`src/verilog/timer16_pkg.sv`:
```
// constants, register map and types for the 16-bit capture/compare/pwm timer
package timer16_pkg;
  localparam int          DATA_W          = 32;
  localparam int          ADDR_W          = 8;
  // register indices; byte address is four times the index
  localparam logic [5:0]  IDX_CAP_LOW     = 6'h24;
  localparam logic [5:0]  IDX_CAP_HIGH    = 6'h25;
  localparam logic [5:0]  IDX_CMPB_LOW    = 6'h28;
  localparam logic [5:0]  IDX_CMPB_HIGH   = 6'h29;
  localparam logic [5:0]  IDX_CMPA_LOW    = 6'h2A;
  localparam logic [5:0]  IDX_CMPA_HIGH   = 6'h2B;
  localparam logic [5:0]  IDX_CNT_LOW     = 6'h2C;
  localparam logic [5:0]  IDX_CNT_HIGH    = 6'h2D;
  localparam logic [5:0]  IDX_CTRL_B      = 6'h2E;
  localparam logic [5:0]  IDX_CTRL_A      = 6'h2F;
  localparam logic [5:0]  IDX_FLAGS       = 6'h38;
  // control A fields
  localparam int          MODE_A_POS      = 6;
  localparam int          MODE_B_POS      = 4;
  localparam int          PWM_SEL_POS     = 0;
  // control B fields
  localparam int          EDGE_SEL_POS    = 6;
  localparam int          CLR_CMP_POS     = 3;
  localparam int          CLK_SEL_POS     = 0;
  // flag bits
  localparam int          FLAG_OVF        = 0;
  localparam int          FLAG_CMPA       = 1;
  localparam int          FLAG_CMPB       = 2;
  localparam int          FLAG_CAP        = 3;
  // reset values
  localparam logic [15:0] RST_WORD        = 16'h0000;
  localparam logic [7:0]  RST_BYTE        = 8'h00;
  localparam logic [3:0]  RST_FLAGS       = 4'h0;
  // clock select codes
  localparam logic [2:0]  CS_STOP         = 3'h0;
  localparam logic [2:0]  CS_DIV1         = 3'h1;
  localparam logic [2:0]  CS_DIV8         = 3'h2;
  localparam logic [2:0]  CS_DIV64        = 3'h3;
  localparam logic [2:0]  CS_DIV256       = 3'h4;
  localparam logic [2:0]  CS_DIV1024      = 3'h5;
  localparam logic [2:0]  CS_EXT_FALL     = 3'h6;
  localparam logic [2:0]  CS_EXT_RISE     = 3'h7;
  localparam int          PRE_W           = 10;
  // pwm tops
  localparam logic [15:0] TOP_8           = 16'h00FF;
  localparam logic [15:0] TOP_9           = 16'h01FF;
  localparam logic [15:0] TOP_10          = 16'h03FF;
  localparam logic [15:0] CNT_MAX         = 16'hFFFF;
  typedef enum logic {DIR_UP = 1'b0, DIR_DOWN = 1'b1} dir_type;
endpackage
```
`src/verilog/timer16.sv`:
```
// 16-bit timer with prescaler, two compare channels, capture and dual pwm, apb slave
//
// Behaviour
// clear-on-compare set: counter goes to zero at the next timer tick after channel A match
// clear-on-compare ignored while pwm mode runs
// three-bit clock select: stop, clk, /8, /64, /256, /1024, pin fall, pin rise
// software makes the external count pin an input
// high byte write staged, low byte write loads all 16 counter bits
// low byte read stages counter high byte, high byte read returns stage
// software writes high first, reads low first, guards the shared stage
// after a preset counting resumes from written value at next timer tick
// match only when counting reaches compare value, never from a write
// compare flag set in the cycle after the compare event
// compare high byte staged, low byte write updates both bytes together
// selected capture pin edge copies counter to capture register, sets flag
// capture low read stages high byte, high read returns stage
// pwm: counts up from zero to top then down, free running
// pwm top 255, 511 or 1023; period twice top
// pwm compares 10 low bits; mode 10 clear up set down, 11 inverse
// pwm compare writes held, latched into use when counter reaches top
// compare read returns the most recently written value
// compare at zero or top holds the pwm pin constant per mode
// pwm overflow flag set when counter turns at zero
// flags behave the same in pwm mode as in normal mode
// capture edge select: clear falling, set rising
// pwm select: 00 off, 01 8-bit, 10 9-bit, 11 10-bit
`timescale 1ns/100ps
module timer16 #(
  parameter int PADDR_WIDTH = 8
) (
  input  wire logic                           CLK,
  input  wire logic                           SYS_RST,
  input  wire logic                           PSEL,
  input  wire logic                           PENABLE,
  input  wire logic                           PWRITE,
  input  wire logic [timer16_pkg::ADDR_W-1:0] PADDR,
  input  wire logic [timer16_pkg::DATA_W-1:0] PWDATA,
  output logic      [timer16_pkg::DATA_W-1:0] PRDATA,
  output logic                                PREADY,
  output logic                                PSLVERR,
  input  wire logic                           EXT_COUNT_PIN,
  input  wire logic                           CAPTURE_PIN,
  output logic                                COMPARE_A_PIN,
  output logic                                COMPARE_A_OE,
  output logic                                COMPARE_B_PIN,
  output logic                                COMPARE_B_OE
);
  import timer16_pkg::*;

  if (PADDR_WIDTH != ADDR_W) begin : g_bad_addr
    $error("timer16 needs an 8-bit apb address");
  end

  logic [15:0]       count_r, count_nxt;
  dir_type           dir_r, dir_nxt;
  logic              moved_r, moved_nxt;
  logic              up_r, up_nxt;
  logic              pend_r, pend_nxt;
  logic [PRE_W-1:0]  pre_r, pre_nxt;
  logic              ext_prev_r, cap_prev_r;
  logic [15:0]       cap_r, cap_nxt;
  logic [7:0]        temp_r, temp_nxt;
  logic [15:0]       cmp_wr_r [2];
  logic [15:0]       cmp_wr_nxt [2];
  logic [15:0]       cmp_act_r [2];
  logic [15:0]       cmp_act_nxt [2];
  logic [1:0]        mode_r [2];
  logic [1:0]        mode_nxt [2];
  logic [1:0]        pwm_sel_r, pwm_sel_nxt;
  logic              edge_sel_r, edge_sel_nxt;
  logic              clr_cmp_r, clr_cmp_nxt;
  logic [2:0]        clk_sel_r, clk_sel_nxt;
  logic [3:0]        flags_r, flags_nxt;
  logic [1:0]        pin_r, pin_nxt, oe_r, oe_nxt;
  logic [DATA_W-1:0] prdata_r, prdata_nxt;
  logic              pready_r, pready_nxt, pslverr_r, pslverr_nxt;

  logic        tick, pwm_on, cnt_load, cap_evt, ovf_set;
  logic [15:0] top;
  logic [1:0]  match;
  logic        first, done, wr_done, rd_first, addr_ok;
  logic [5:0]  idx;
  logic [15:0] wr_word;

  // ---- apb decode; one wait state, write side effects on completing edge, read staging on first edge ----
  assign idx      = PADDR[7:2];
  assign first    = PSEL && PENABLE && !pready_r;
  assign done     = PSEL && PENABLE && pready_r;
  assign wr_done  = done && PWRITE && !pslverr_r;
  assign rd_first = first && !PWRITE;
  assign wr_word  = {temp_r, PWDATA[7:0]};
  assign cnt_load = wr_done && idx == IDX_CNT_LOW;

  always_comb begin
    unique case (idx)
      IDX_CAP_LOW, IDX_CAP_HIGH, IDX_CMPB_LOW, IDX_CMPB_HIGH, IDX_CMPA_LOW,
      IDX_CMPA_HIGH, IDX_CNT_LOW, IDX_CNT_HIGH, IDX_CTRL_B, IDX_CTRL_A,
      IDX_FLAGS: addr_ok = (PADDR[1:0] == 2'h0);
      default:   addr_ok = 1'b0;
    endcase
  end

  always_comb begin
    pready_nxt  = first;
    pslverr_nxt = first && !addr_ok;
    prdata_nxt  = prdata_r;
    if (rd_first) begin
      prdata_nxt = '0;
      unique case (addr_ok ? idx : 6'h00)
        IDX_CAP_LOW:   prdata_nxt[7:0] = cap_r[7:0];
        IDX_CAP_HIGH:  prdata_nxt[7:0] = temp_r;
        IDX_CMPB_LOW:  prdata_nxt[7:0] = cmp_wr_r[1][7:0];
        IDX_CMPB_HIGH: prdata_nxt[7:0] = cmp_wr_r[1][15:8];
        IDX_CMPA_LOW:  prdata_nxt[7:0] = cmp_wr_r[0][7:0];
        IDX_CMPA_HIGH: prdata_nxt[7:0] = cmp_wr_r[0][15:8];
        IDX_CNT_LOW:   prdata_nxt[7:0] = count_r[7:0];
        IDX_CNT_HIGH:  prdata_nxt[7:0] = temp_r;
        IDX_CTRL_A: begin
          prdata_nxt[MODE_A_POS +: 2]  = mode_r[0];
          prdata_nxt[MODE_B_POS +: 2]  = mode_r[1];
          prdata_nxt[PWM_SEL_POS +: 2] = pwm_sel_r;
        end
        IDX_CTRL_B: begin
          prdata_nxt[EDGE_SEL_POS]     = edge_sel_r;
          prdata_nxt[CLR_CMP_POS]      = clr_cmp_r;
          prdata_nxt[CLK_SEL_POS +: 3] = clk_sel_r;
        end
        IDX_FLAGS:     prdata_nxt[3:0] = flags_r;
        default:       prdata_nxt = '0;
      endcase
    end
  end

  // ---- shared byte stage and control registers ----
  always_comb begin
    temp_nxt     = temp_r;
    mode_nxt     = mode_r;
    pwm_sel_nxt  = pwm_sel_r;
    edge_sel_nxt = edge_sel_r;
    clr_cmp_nxt  = clr_cmp_r;
    clk_sel_nxt  = clk_sel_r;
    // staging on the first access cycle keeps both bytes from one instant
    if (rd_first && addr_ok && idx == IDX_CNT_LOW) temp_nxt = count_r[15:8];
    if (rd_first && addr_ok && idx == IDX_CAP_LOW) temp_nxt = cap_r[15:8];
    if (wr_done) begin
      unique case (idx)
        IDX_CNT_HIGH, IDX_CMPA_HIGH, IDX_CMPB_HIGH: temp_nxt = PWDATA[7:0];
        IDX_CTRL_A: begin
          mode_nxt[0] = PWDATA[MODE_A_POS +: 2];
          mode_nxt[1] = PWDATA[MODE_B_POS +: 2];
          pwm_sel_nxt = PWDATA[PWM_SEL_POS +: 2];
        end
        IDX_CTRL_B: begin
          edge_sel_nxt = PWDATA[EDGE_SEL_POS];
          clr_cmp_nxt  = PWDATA[CLR_CMP_POS];
          clk_sel_nxt  = PWDATA[CLK_SEL_POS +: 3];
        end
        default: temp_nxt = temp_r;
      endcase
    end
  end

  // ---- prescaler and count source ----
  assign pre_nxt = pre_r + 1'b1;
  always_comb begin
    unique case (clk_sel_r)
      CS_STOP:     tick = 1'b0;
      CS_DIV1:     tick = 1'b1;
      CS_DIV8:     tick = &pre_r[2:0];
      CS_DIV64:    tick = &pre_r[5:0];
      CS_DIV256:   tick = &pre_r[7:0];
      CS_DIV1024:  tick = &pre_r[9:0];
      CS_EXT_FALL: tick = ext_prev_r && !EXT_COUNT_PIN;
      CS_EXT_RISE: tick = !ext_prev_r && EXT_COUNT_PIN;
    endcase
  end

  // ---- counter ----
  assign pwm_on = (pwm_sel_r != 2'h0);
  always_comb begin
    unique case (pwm_sel_r)
      2'h1:    top = TOP_8;
      2'h2:    top = TOP_9;
      2'h3:    top = TOP_10;
      default: top = CNT_MAX;
    endcase
  end

  // a write leaves moved clear, so an equal preset never matches
  always_comb begin
    for (int c = 0; c < 2; c++) begin
      if (pwm_on) match[c] = moved_r && count_r[9:0] == cmp_act_r[c][9:0];
      else        match[c] = moved_r && count_r == cmp_act_r[c];
    end
  end

  always_comb begin
    count_nxt = count_r;
    dir_nxt   = dir_r;
    moved_nxt = 1'b0;
    up_nxt    = up_r;
    pend_nxt  = pend_r;
    ovf_set   = 1'b0;
    if (match[0] && clr_cmp_r && !pwm_on) pend_nxt = 1'b1;
    if (pwm_on) pend_nxt = 1'b0;
    if (cnt_load) begin
      count_nxt = wr_word;
      pend_nxt  = 1'b0;
    end else if (tick) begin
      moved_nxt = 1'b1;
      if (pwm_on) begin
        if (dir_r == DIR_DOWN) begin
          if (count_r == 16'h0000) begin
            dir_nxt   = DIR_UP;
            count_nxt = count_r + 16'h0001;
            up_nxt    = 1'b1;
            ovf_set   = 1'b1;
          end else begin
            count_nxt = count_r - 16'h0001;
            up_nxt    = 1'b0;
          end
        end else if (count_r >= top) begin
          dir_nxt   = DIR_DOWN;
          count_nxt = count_r - 16'h0001;
          up_nxt    = 1'b0;
        end else begin
          count_nxt = count_r + 16'h0001;
          up_nxt    = 1'b1;
        end
      end else begin
        dir_nxt = DIR_UP;
        up_nxt  = 1'b1;
        if (pend_r || (match[0] && clr_cmp_r)) begin
          count_nxt = 16'h0000;
          pend_nxt  = 1'b0;
        end else begin
          count_nxt = count_r + 16'h0001;
          ovf_set   = (count_r == CNT_MAX);
        end
      end
    end
  end

  // ---- compare registers, capture, flags, pins ----
  assign cap_evt = edge_sel_r ? (!cap_prev_r && CAPTURE_PIN)
                              : (cap_prev_r && !CAPTURE_PIN);
  assign cap_nxt = cap_evt ? count_r : cap_r;

  always_comb begin
    cmp_wr_nxt  = cmp_wr_r;
    cmp_act_nxt = cmp_act_r;
    // in pwm mode the working copy changes only at top, so no odd pulse
    if (pwm_on && count_r == top) cmp_act_nxt = cmp_wr_r;
    for (int c = 0; c < 2; c++) begin
      if (wr_done && idx == (c == 0 ? IDX_CMPA_LOW : IDX_CMPB_LOW)) begin
        cmp_wr_nxt[c] = wr_word;
        if (!pwm_on) cmp_act_nxt[c] = wr_word;
      end
    end
  end

  always_comb begin
    logic [3:0] set_v;
    logic [3:0] clr_v;
    set_v = '0;
    clr_v = '0;
    set_v[FLAG_OVF]  = ovf_set;
    set_v[FLAG_CMPA] = match[0];
    set_v[FLAG_CMPB] = match[1];
    set_v[FLAG_CAP]  = cap_evt;
    if (wr_done && idx == IDX_FLAGS) clr_v = PWDATA[3:0];
    // a new event beats a clear arriving in the same cycle
    flags_nxt = (flags_r & ~clr_v) | set_v;
  end

  always_comb begin
    logic inv;
    logic [9:0] v;
    pin_nxt = pin_r;
    oe_nxt  = oe_r;
    inv     = 1'b0;
    v       = '0;
    for (int c = 0; c < 2; c++) begin
      inv = mode_r[c][0];
      v   = cmp_act_r[c][9:0];
      if (pwm_on) begin
        oe_nxt[c] = mode_r[c][1];
        if (mode_r[c][1]) begin
          if (v == 10'h000)        pin_nxt[c] = inv;
          else if (v == top[9:0])  pin_nxt[c] = !inv;
          else if (match[c])       pin_nxt[c] = up_r ? inv : !inv;
        end
      end else begin
        oe_nxt[c] = (mode_r[c] != 2'h0);
        if (match[c]) begin
          unique case (mode_r[c])
            2'h1:    pin_nxt[c] = !pin_r[c];
            2'h2:    pin_nxt[c] = 1'b0;
            2'h3:    pin_nxt[c] = 1'b1;
            default: pin_nxt[c] = pin_r[c];
          endcase
        end
      end
    end
  end

  always_ff @(posedge CLK or posedge SYS_RST) begin
    if (SYS_RST) begin
      count_r    <= RST_WORD;
      dir_r      <= DIR_UP;
      moved_r    <= 1'b0;
      up_r       <= 1'b1;
      pend_r     <= 1'b0;
      pre_r      <= '0;
      ext_prev_r <= 1'b0;
      cap_prev_r <= 1'b0;
      cap_r      <= RST_WORD;
      temp_r     <= RST_BYTE;
      cmp_wr_r   <= '{RST_WORD, RST_WORD};
      cmp_act_r  <= '{RST_WORD, RST_WORD};
      mode_r     <= '{2'h0, 2'h0};
      pwm_sel_r  <= 2'h0;
      edge_sel_r <= 1'b0;
      clr_cmp_r  <= 1'b0;
      clk_sel_r  <= CS_STOP;
      flags_r    <= RST_FLAGS;
      pin_r      <= 2'h0;
      oe_r       <= 2'h0;
      prdata_r   <= '0;
      pready_r   <= 1'b0;
      pslverr_r  <= 1'b0;
    end else begin
      count_r    <= count_nxt;
      dir_r      <= dir_nxt;
      moved_r    <= moved_nxt;
      up_r       <= up_nxt;
      pend_r     <= pend_nxt;
      pre_r      <= pre_nxt;
      ext_prev_r <= EXT_COUNT_PIN;
      cap_prev_r <= CAPTURE_PIN;
      cap_r      <= cap_nxt;
      temp_r     <= temp_nxt;
      cmp_wr_r   <= cmp_wr_nxt;
      cmp_act_r  <= cmp_act_nxt;
      mode_r     <= mode_nxt;
      pwm_sel_r  <= pwm_sel_nxt;
      edge_sel_r <= edge_sel_nxt;
      clr_cmp_r  <= clr_cmp_nxt;
      clk_sel_r  <= clk_sel_nxt;
      flags_r    <= flags_nxt;
      pin_r      <= pin_nxt;
      oe_r       <= oe_nxt;
      prdata_r   <= prdata_nxt;
      pready_r   <= pready_nxt;
      pslverr_r  <= pslverr_nxt;
    end
  end

  assign PRDATA        = prdata_r;
  assign PREADY        = pready_r;
  assign PSLVERR       = pslverr_r;
  assign COMPARE_A_PIN = pin_r[0];
  assign COMPARE_A_OE  = oe_r[0];
  assign COMPARE_B_PIN = pin_r[1];
  assign COMPARE_B_OE  = oe_r[1];
endmodule

```
`config.mk`:
```
export PLATFORM = sky130hd
export DESIGN_NAME = timer16
export DESIGN_NICKNAME = d
export VERILOG_FILES = /design/src/verilog/timer16_pkg.sv /design/src/verilog/timer16.sv
export SDC_FILE = /design/constraint.sdc
export NUM_CORES = 1
export LEC_CHECK = 0
export BUFFER_PORTS_ARGS = -buffer_cell sky130_fd_sc_hd__buf_2
export CORE_UTILIZATION = 54
export DETAILED_ROUTE_END_ITERATION = 16
export PLACE_DENSITY_LB_ADDON = 0.1
export RECOVER_POWER = 100
export SETUP_SLACK_MARGIN = 0.02
export SLEW_MARGIN = 15
export SYNTH_ARGS = -nofsm -noshare
export SYNTH_HDL_FRONTEND = slang
export SYNTH_SLANG_ARGS = --single-unit
export TNS_END_PERCENT = 100
```
`constraint.sdc`:
```
create_clock -name CLK -period 3.95 [get_ports CLK]
set_input_delay 0.1975 -clock CLK [delete_from_list [all_inputs] [get_ports CLK]]
set_output_delay 0.1975 -clock CLK [all_outputs]
set_load 0.05 [all_outputs]
```
# Word-level counts from Yosys, hierarchy flattened
# Index checks and enable logic that the tools add are counted.
[totals]
ff_bits = 149
latchBits = 0
ramBits = 0
romBits = 0
input_bits = 47
output_inout_bits = 38
word_cells = 219
memories = 0
[op_classes]
add_sub_neg = 3
n_mul = 0
div = 0
order_cmp = 1
eq_ne = 49
shift = 0
n_mux = 68
bitwise_logic = 4
reduce_logical = 67
[op_table]
columns = ["op", "n"]
rows = [
  ["$mux W16", 11],
  ["$eq A6 B6 Y1 const B", 22],
  ["$eq A16 B16 Y1", 3],
  ["$pmux W16 S3", 1],
  ["$mux W1", 41],
  ["$eq A10 B10 Y1", 4],
  ["$mux W32", 1],
  ["$logic_and A1 B1 Y1", 25],
  ["$mux W8", 3],
  ["$logic_not A10 Y1", 2],
  ["$pmux W2 S10", 1],
  ["$pmux W2 S9", 1],
  ["$add A16 B1 Y16 const B", 1],
  ["$eq A16 B16 Y1 const B", 1],
  ["$ge A16 B16 Y1", 1],
  ["$logic_not A16 Y1", 1],
  ["$pmux W1 S8", 2],
  ["$pmux W2 S8", 1],
  ["$pmux W8 S2", 1],
  ["$sub A16 B1 Y16 const B", 1],
  ["$logic_not A1 Y1", 13],
  ["$eq A2 B2 Y1 const B", 6],
  ["$eq A3 B3 Y1 const B", 4],
  ["$reduce_bool A2 Y1", 6],
  ["28 further kinds", 39],
]

# Depth between registers and ports, before layout
[depth]
depth_word = 11
ltp_mapped = 14

# Worst setup path before layout
# OpenSTA, ideal clock, no wires.
[synth_timing]
kind = "flip-flop to flip-flop"
start = "register pwm_sel_r[0]"
end = "register count_r[13]"
t_arrival_ps = 3057
path_slack_ps = 763
stages_incl_launch_ff = 15
path_buffers = 3
period_less_slack_ps = 3187
cell_sequence = "dfrtp_1 > inv_1 > ha_1 > clkbuf_1 > clkinv_1 > ha_1 > nand3_1 > nor3_1 > nand3_1 > a311oi_1 > buf_2 > buf_6 > mux2i_1 > mux2i_1 > o22ai_1"
[synth_via]
elab_chain_cells = 8
elab_cells_between_ends = 15
classes_between = "1 x order compare; 3 x eq/ne; 8 x mux; 3 x reduce/logical"
[synth_rtl]
columns = ["item", "line_no", "rtl"]
rows = [
  ["from (decl)", "timer16.sv:69", "logic [1:0] pwm_sel_r, pwm_sel_nxt;"],
  ["from (signal assigned)", "timer16.sv:346", "pwm_sel_r <= pwm_sel_nxt;"],
  ["$eq A2 B2 Y1, or another cell as far along", "timer16.sv:181", "unique case (pwm_sel_r)"],
  ["$pmux W16 S3 / $mux W1 (equally long branches)", "timer16.sv:181, timer16.sv:192", ""],
  ["$ge A16 B16 Y1 / $logic_and A1 B1 Y1 (equally long branches)", "timer16.sv:222, timer16.sv:233", ""],
  ["$mux W16 / $logic_or A1 B1 Y1 (equally long branches)", "timer16.sv:222, timer16.sv:233", ""],
  ["$mux W16, on equally long branches", "timer16.sv:212, timer16.sv:233", ""],
  ["$mux W16 (*)", "timer16.sv:211", "if (pwm_on) begin"],
  ["$mux W16 (*)", "timer16.sv:209", "end else if (tick) begin"],
  ["$mux W16 (*)", "timer16.sv:206", "if (cnt_load) begin"],
  ["to (signal assigned)", "timer16.sv:333", "count_r <= count_nxt;"],
  ["to (decl)", "timer16.sv:54", "logic [15:0] count_r, count_nxt;"],
]
# Mark *: on every way between the ends. The rest lies on a longest branch, timed or not. The select of a mux whose other input is x is not followed.
# A chain may end at the register's enable or synchronous reset.

# Worst setup path after layout
[layout_timing]
start = "input port PADDR[3] (netlist name)"
end = "register cmp_wr_r[27] (netlist name)"
[layout_via]
elab_chain_cells = 2
[layout_rtl]
columns = ["item", "line_no", "rtl"]
rows = [
  ["from (decl)", "timer16.sv:36", "input wire logic [timer16_pkg::ADDR_W-1:0] PADDR,"],
  ["$eq A6 B6 Y1", "timer16.sv:255", "if (wr_done && idx == (c == 0 ? IDX_CMPA_LOW : IDX_CMPB_LOW)) begin"],
  ["$logic_and A1 B1 Y1", "timer16.sv:255", ""],
  ["to (signal assigned)", "timer16.sv:319", "cmp_wr_r <= '{RST_WORD, RST_WORD};"],
  ["to (signal assigned)", "timer16.sv:343", "cmp_wr_r <= cmp_wr_nxt;"],
  ["to (decl)", "timer16.sv:63", "logic [15:0] cmp_wr_r [2];"],
]
# No other way between the ends.

==> flow_summary.json <==
{
  "fillCellCount": 1314,
  "ys.flop_type": "dfrtp_1",
  "cts_sinks": 149,
  "synth.avg_cell_area_um2": 9.46,
  "finalNetCount": 1001,
  "initialDrtViolationCount": 739,
  "p_switching_mw": 0.940,
  "crit_slowest_cell": "nor4b_1",
  "worst_path_most_repeated_cell": "clkbuf_1",
  "internal-power_mw": 2.60,
  "cts_made_buffers": 17,
  "post_cts_resized": 0,
  "synth_top_area_share_pct": 43.2,
  "ys_warn_count": 0,
  "globalRouteTotalUtil_pct": 30.9,
  "worstPathRequired_ps": 4260,
  "dp.cells": 1124,
  "viasPerCell": 6.26,
  "drt_wl_total_um": 24000,
  "endpoint": "cmp_wr_r[27]",
  "ys_ff_latch": 149,
  "grt_pass1_wl_um": 38100,
  "postPlaceCellArea_mm2": 0.00891,
  "end_kind": "register",
  "gp_congestion": 0.901,
  "ff2ff_setup_slack_ps": 470,
  "grt_max_degree": 93,
  "tightest_slew_ps": 2310,
  "clockRootBuffer": "clkbuf_16",
  "rows": 45,
  "start_util_pct": 55.8,
  "areaGrowthSynthToFinish_pct": 10.0,
  "setup_viol": 0,
  "final_cell_mix": "dfrtp_1 (148), nor2_1 (130), nand2_1 (71), mux2_2 (58), mux2i_1 (45)",
  "hold_buffers": 3,
  "first_global_vias": 7071,
  "seq_area_mm2": 0.00373,
  "syn-cell-area_mm2": 0.00858,
  "n_antenna_cell": 0,
  "rr_endpoint": "count_r[7]",
  "arrival_ps": 4070,
  "seq_area_frac_synth_pct": 43.5,
  "cap_viol_max_count": 3,
  "multiInputGateArea_mm2": 0.00446,
  "synth_cells": 907,
  "dr_total_vias": 7246,
  "critPathLaunch": "PADDR[3]",
  "slew_violations": 111,
  "antenna_found_initial": 0,
  "die_h_um": 128,
  "final_area_mm2": 0.00944,
  "wl_per_cell_um": 20.7,
  "grt-ovfl-total": 0,
  "swShare_pct": 26.6,
  "numPortBuffers": 36,
  "ant_nets": 0,
  "synth_area_leaders": "dfrtp_1 (43%), mux2_2 (7.6%), nor2_1 (5.6%)",
  "crit_fanout": 18,
  "htreeDepth": 4,
  "seq_power_share_pct": 45.7,
  "io_pins": 85,
  "worstSetupPathType": "input port to register",
  "layout_worst_path_cycle_share_pct": 95.2,
  "clk_pin_slew_ps": 60,
  "postCtsSetupBuffers": 0,
  "async_flop_share_pct": 100,
  "worst_skew_pair.late_latency_ps": 430,
  "drive_gt1_share_pct": 14.3,
  "setup_tns_ps": 0,
  "fin_crit_ps": 3760,
  "place_hpwl_um": 16700,
  "dr.pass1.iters": 5,
  "drc": 0,
  "max_stage_delay_ps": 1360,
  "rsz0062_at_grt": "no",
  "hold_viol": 0,
  "p_leak_nw": 4.06,
  "finalPower_mw": 3.54,
  "clkPwrFrac_pct": 46.0,
  "relSlewSlack_pct": -54.0,
  "timing.rr.start": "pwm_sel_r[1]",
  "status": "finished, violations left",
  "core-area_mm2": 0.0154,
  "synth_edf_count": 0,
  "failed_checks": "capacitance limit, slew limit",
  "clock_path_buffers": 2,
  "startpoint_type": "input port",
  "min_from": "PENABLE",
  "power_density_mw_per_mm2": 375,
  "synth_area_leader_cell": "dfrtp_1",
  "ys_types": 64,
  "hold_path_class": "input port to register",
  "path_cells": "clkbuf_1 -> nor4b_1 -> and2_0 -> clkbuf_1 -> mux2_2",
  "p_comb_share_pct": 8.3,
  "rr_worst_depth": 12,
  "final_common_cell": "dfrtp_1",
  "cts_tree": "yes",
  "fin_skew_ps": 10.8,
  "die_width_um": 128,
  "fp.dieArea_mm2": 0.0164,
  "fin_cells": 1158,
  "max-vdd-ir-drop_uv": 312,
  "fmaxAchievable_mhz": 266
}
[power by group through the flow]
stage          clock, mW  sequential, mW  combinational [mW]
6_report            1.63            1.62               0.294
4_1_cts             1.64            1.61               0.302
5_1_grt             1.72            1.62               0.324
3_5_place_dp           0            1.64               0.298
3_3_place_gp           0            1.64               0.292
2_1_floorplan          0            1.64               0.225
[layout make-up]
class                   instances  share of cell area, %
clock inverters                12                   1.55
clock buffers                  19                   4.69
repair buffers                 63                   3.62
inverters                      13                  0.557
multi-input cells             691                   47.3
flip-flops and latches        149                   39.5
well taps                     211                   2.80
[metrics by stage]
stage               util (%)  setup slack [ps]  hold slack [ps]
floorplan                  -               763              229
detailed placement      58.0               649              337
global route            61.4               255             67.1
finish                  61.4               190             60.9
global placement        58.0               756              330
CTS                     62.0               641             50.5
[how the worst min path moves through the flow]
stage,end,slack (ps),cells after the start
2_1_floorplan,cap_prev_r,230,0
3_3_place_gp,cap_prev_r,330,1
3_5_place_dp,cap_prev_r,340,1
4_1_cts,PREADY,50,3
5_1_grt,PREADY,70,3
6_report,PREADY,60,3
[registers in the layout, summed over array words and instances, names as in the netlist, 3 cells and up]
signal	count
PRDATA	8
cap_r	16
clk_sel_r	3
cmp_act_r	32
cmp_wr_r	32
count_r	16
flags_r	4
mode_r	4
pre_r	10
temp_r	8
[per-layer routing]
| metal | global-route usage, % | share of wire [%] | routed length (um) | vias up |
|---|---|---|---|---|
| li1 | - | - | - | 3267 |
| met1 | 41.3 | 43 | 10300 | 3593 |
| met2 | 48.4 | 46 | 11100 | 322 |
| met3 | 7.05 | 7.7 | 1840 | 64 |
| met4 | 13.3 | 3.2 | 768 | 0 |
| met5 | 0 | 0 | 0 | - |
[kinds of logic after synthesis]
group | synth area share [%]
flip-flops | 43.5
XOR/XNOR | 4.49
multiplexers | 13.0
buffers and inverters | 5.32
AO/OA/AOI/OAI | 12.9
adder cells (fa/ha/maj) | 2.77
AND/OR/NAND/NOR | 18.0
other | 0.0437
[synth_stat cells (19+ instances only)]
master    number
a21oi_1       38
clkbuf_1      35
dfrtp_1      148
o21ai_1       21
buf_4         26
nor2_1       129
nand2_1       71
ha_1          19
mux2_2        58
xnor2_1       34
nand3_1       40
o22ai_1       34
mux2i_1       45
[critical path, delay by kind of cell]
kind / cells / cell delay [ps]
muxes: 1 / 430
and+or+nand+nor: 2 / 1650
buffers and inverters: 2 / 1780
(Power assumes the default switching activity.)
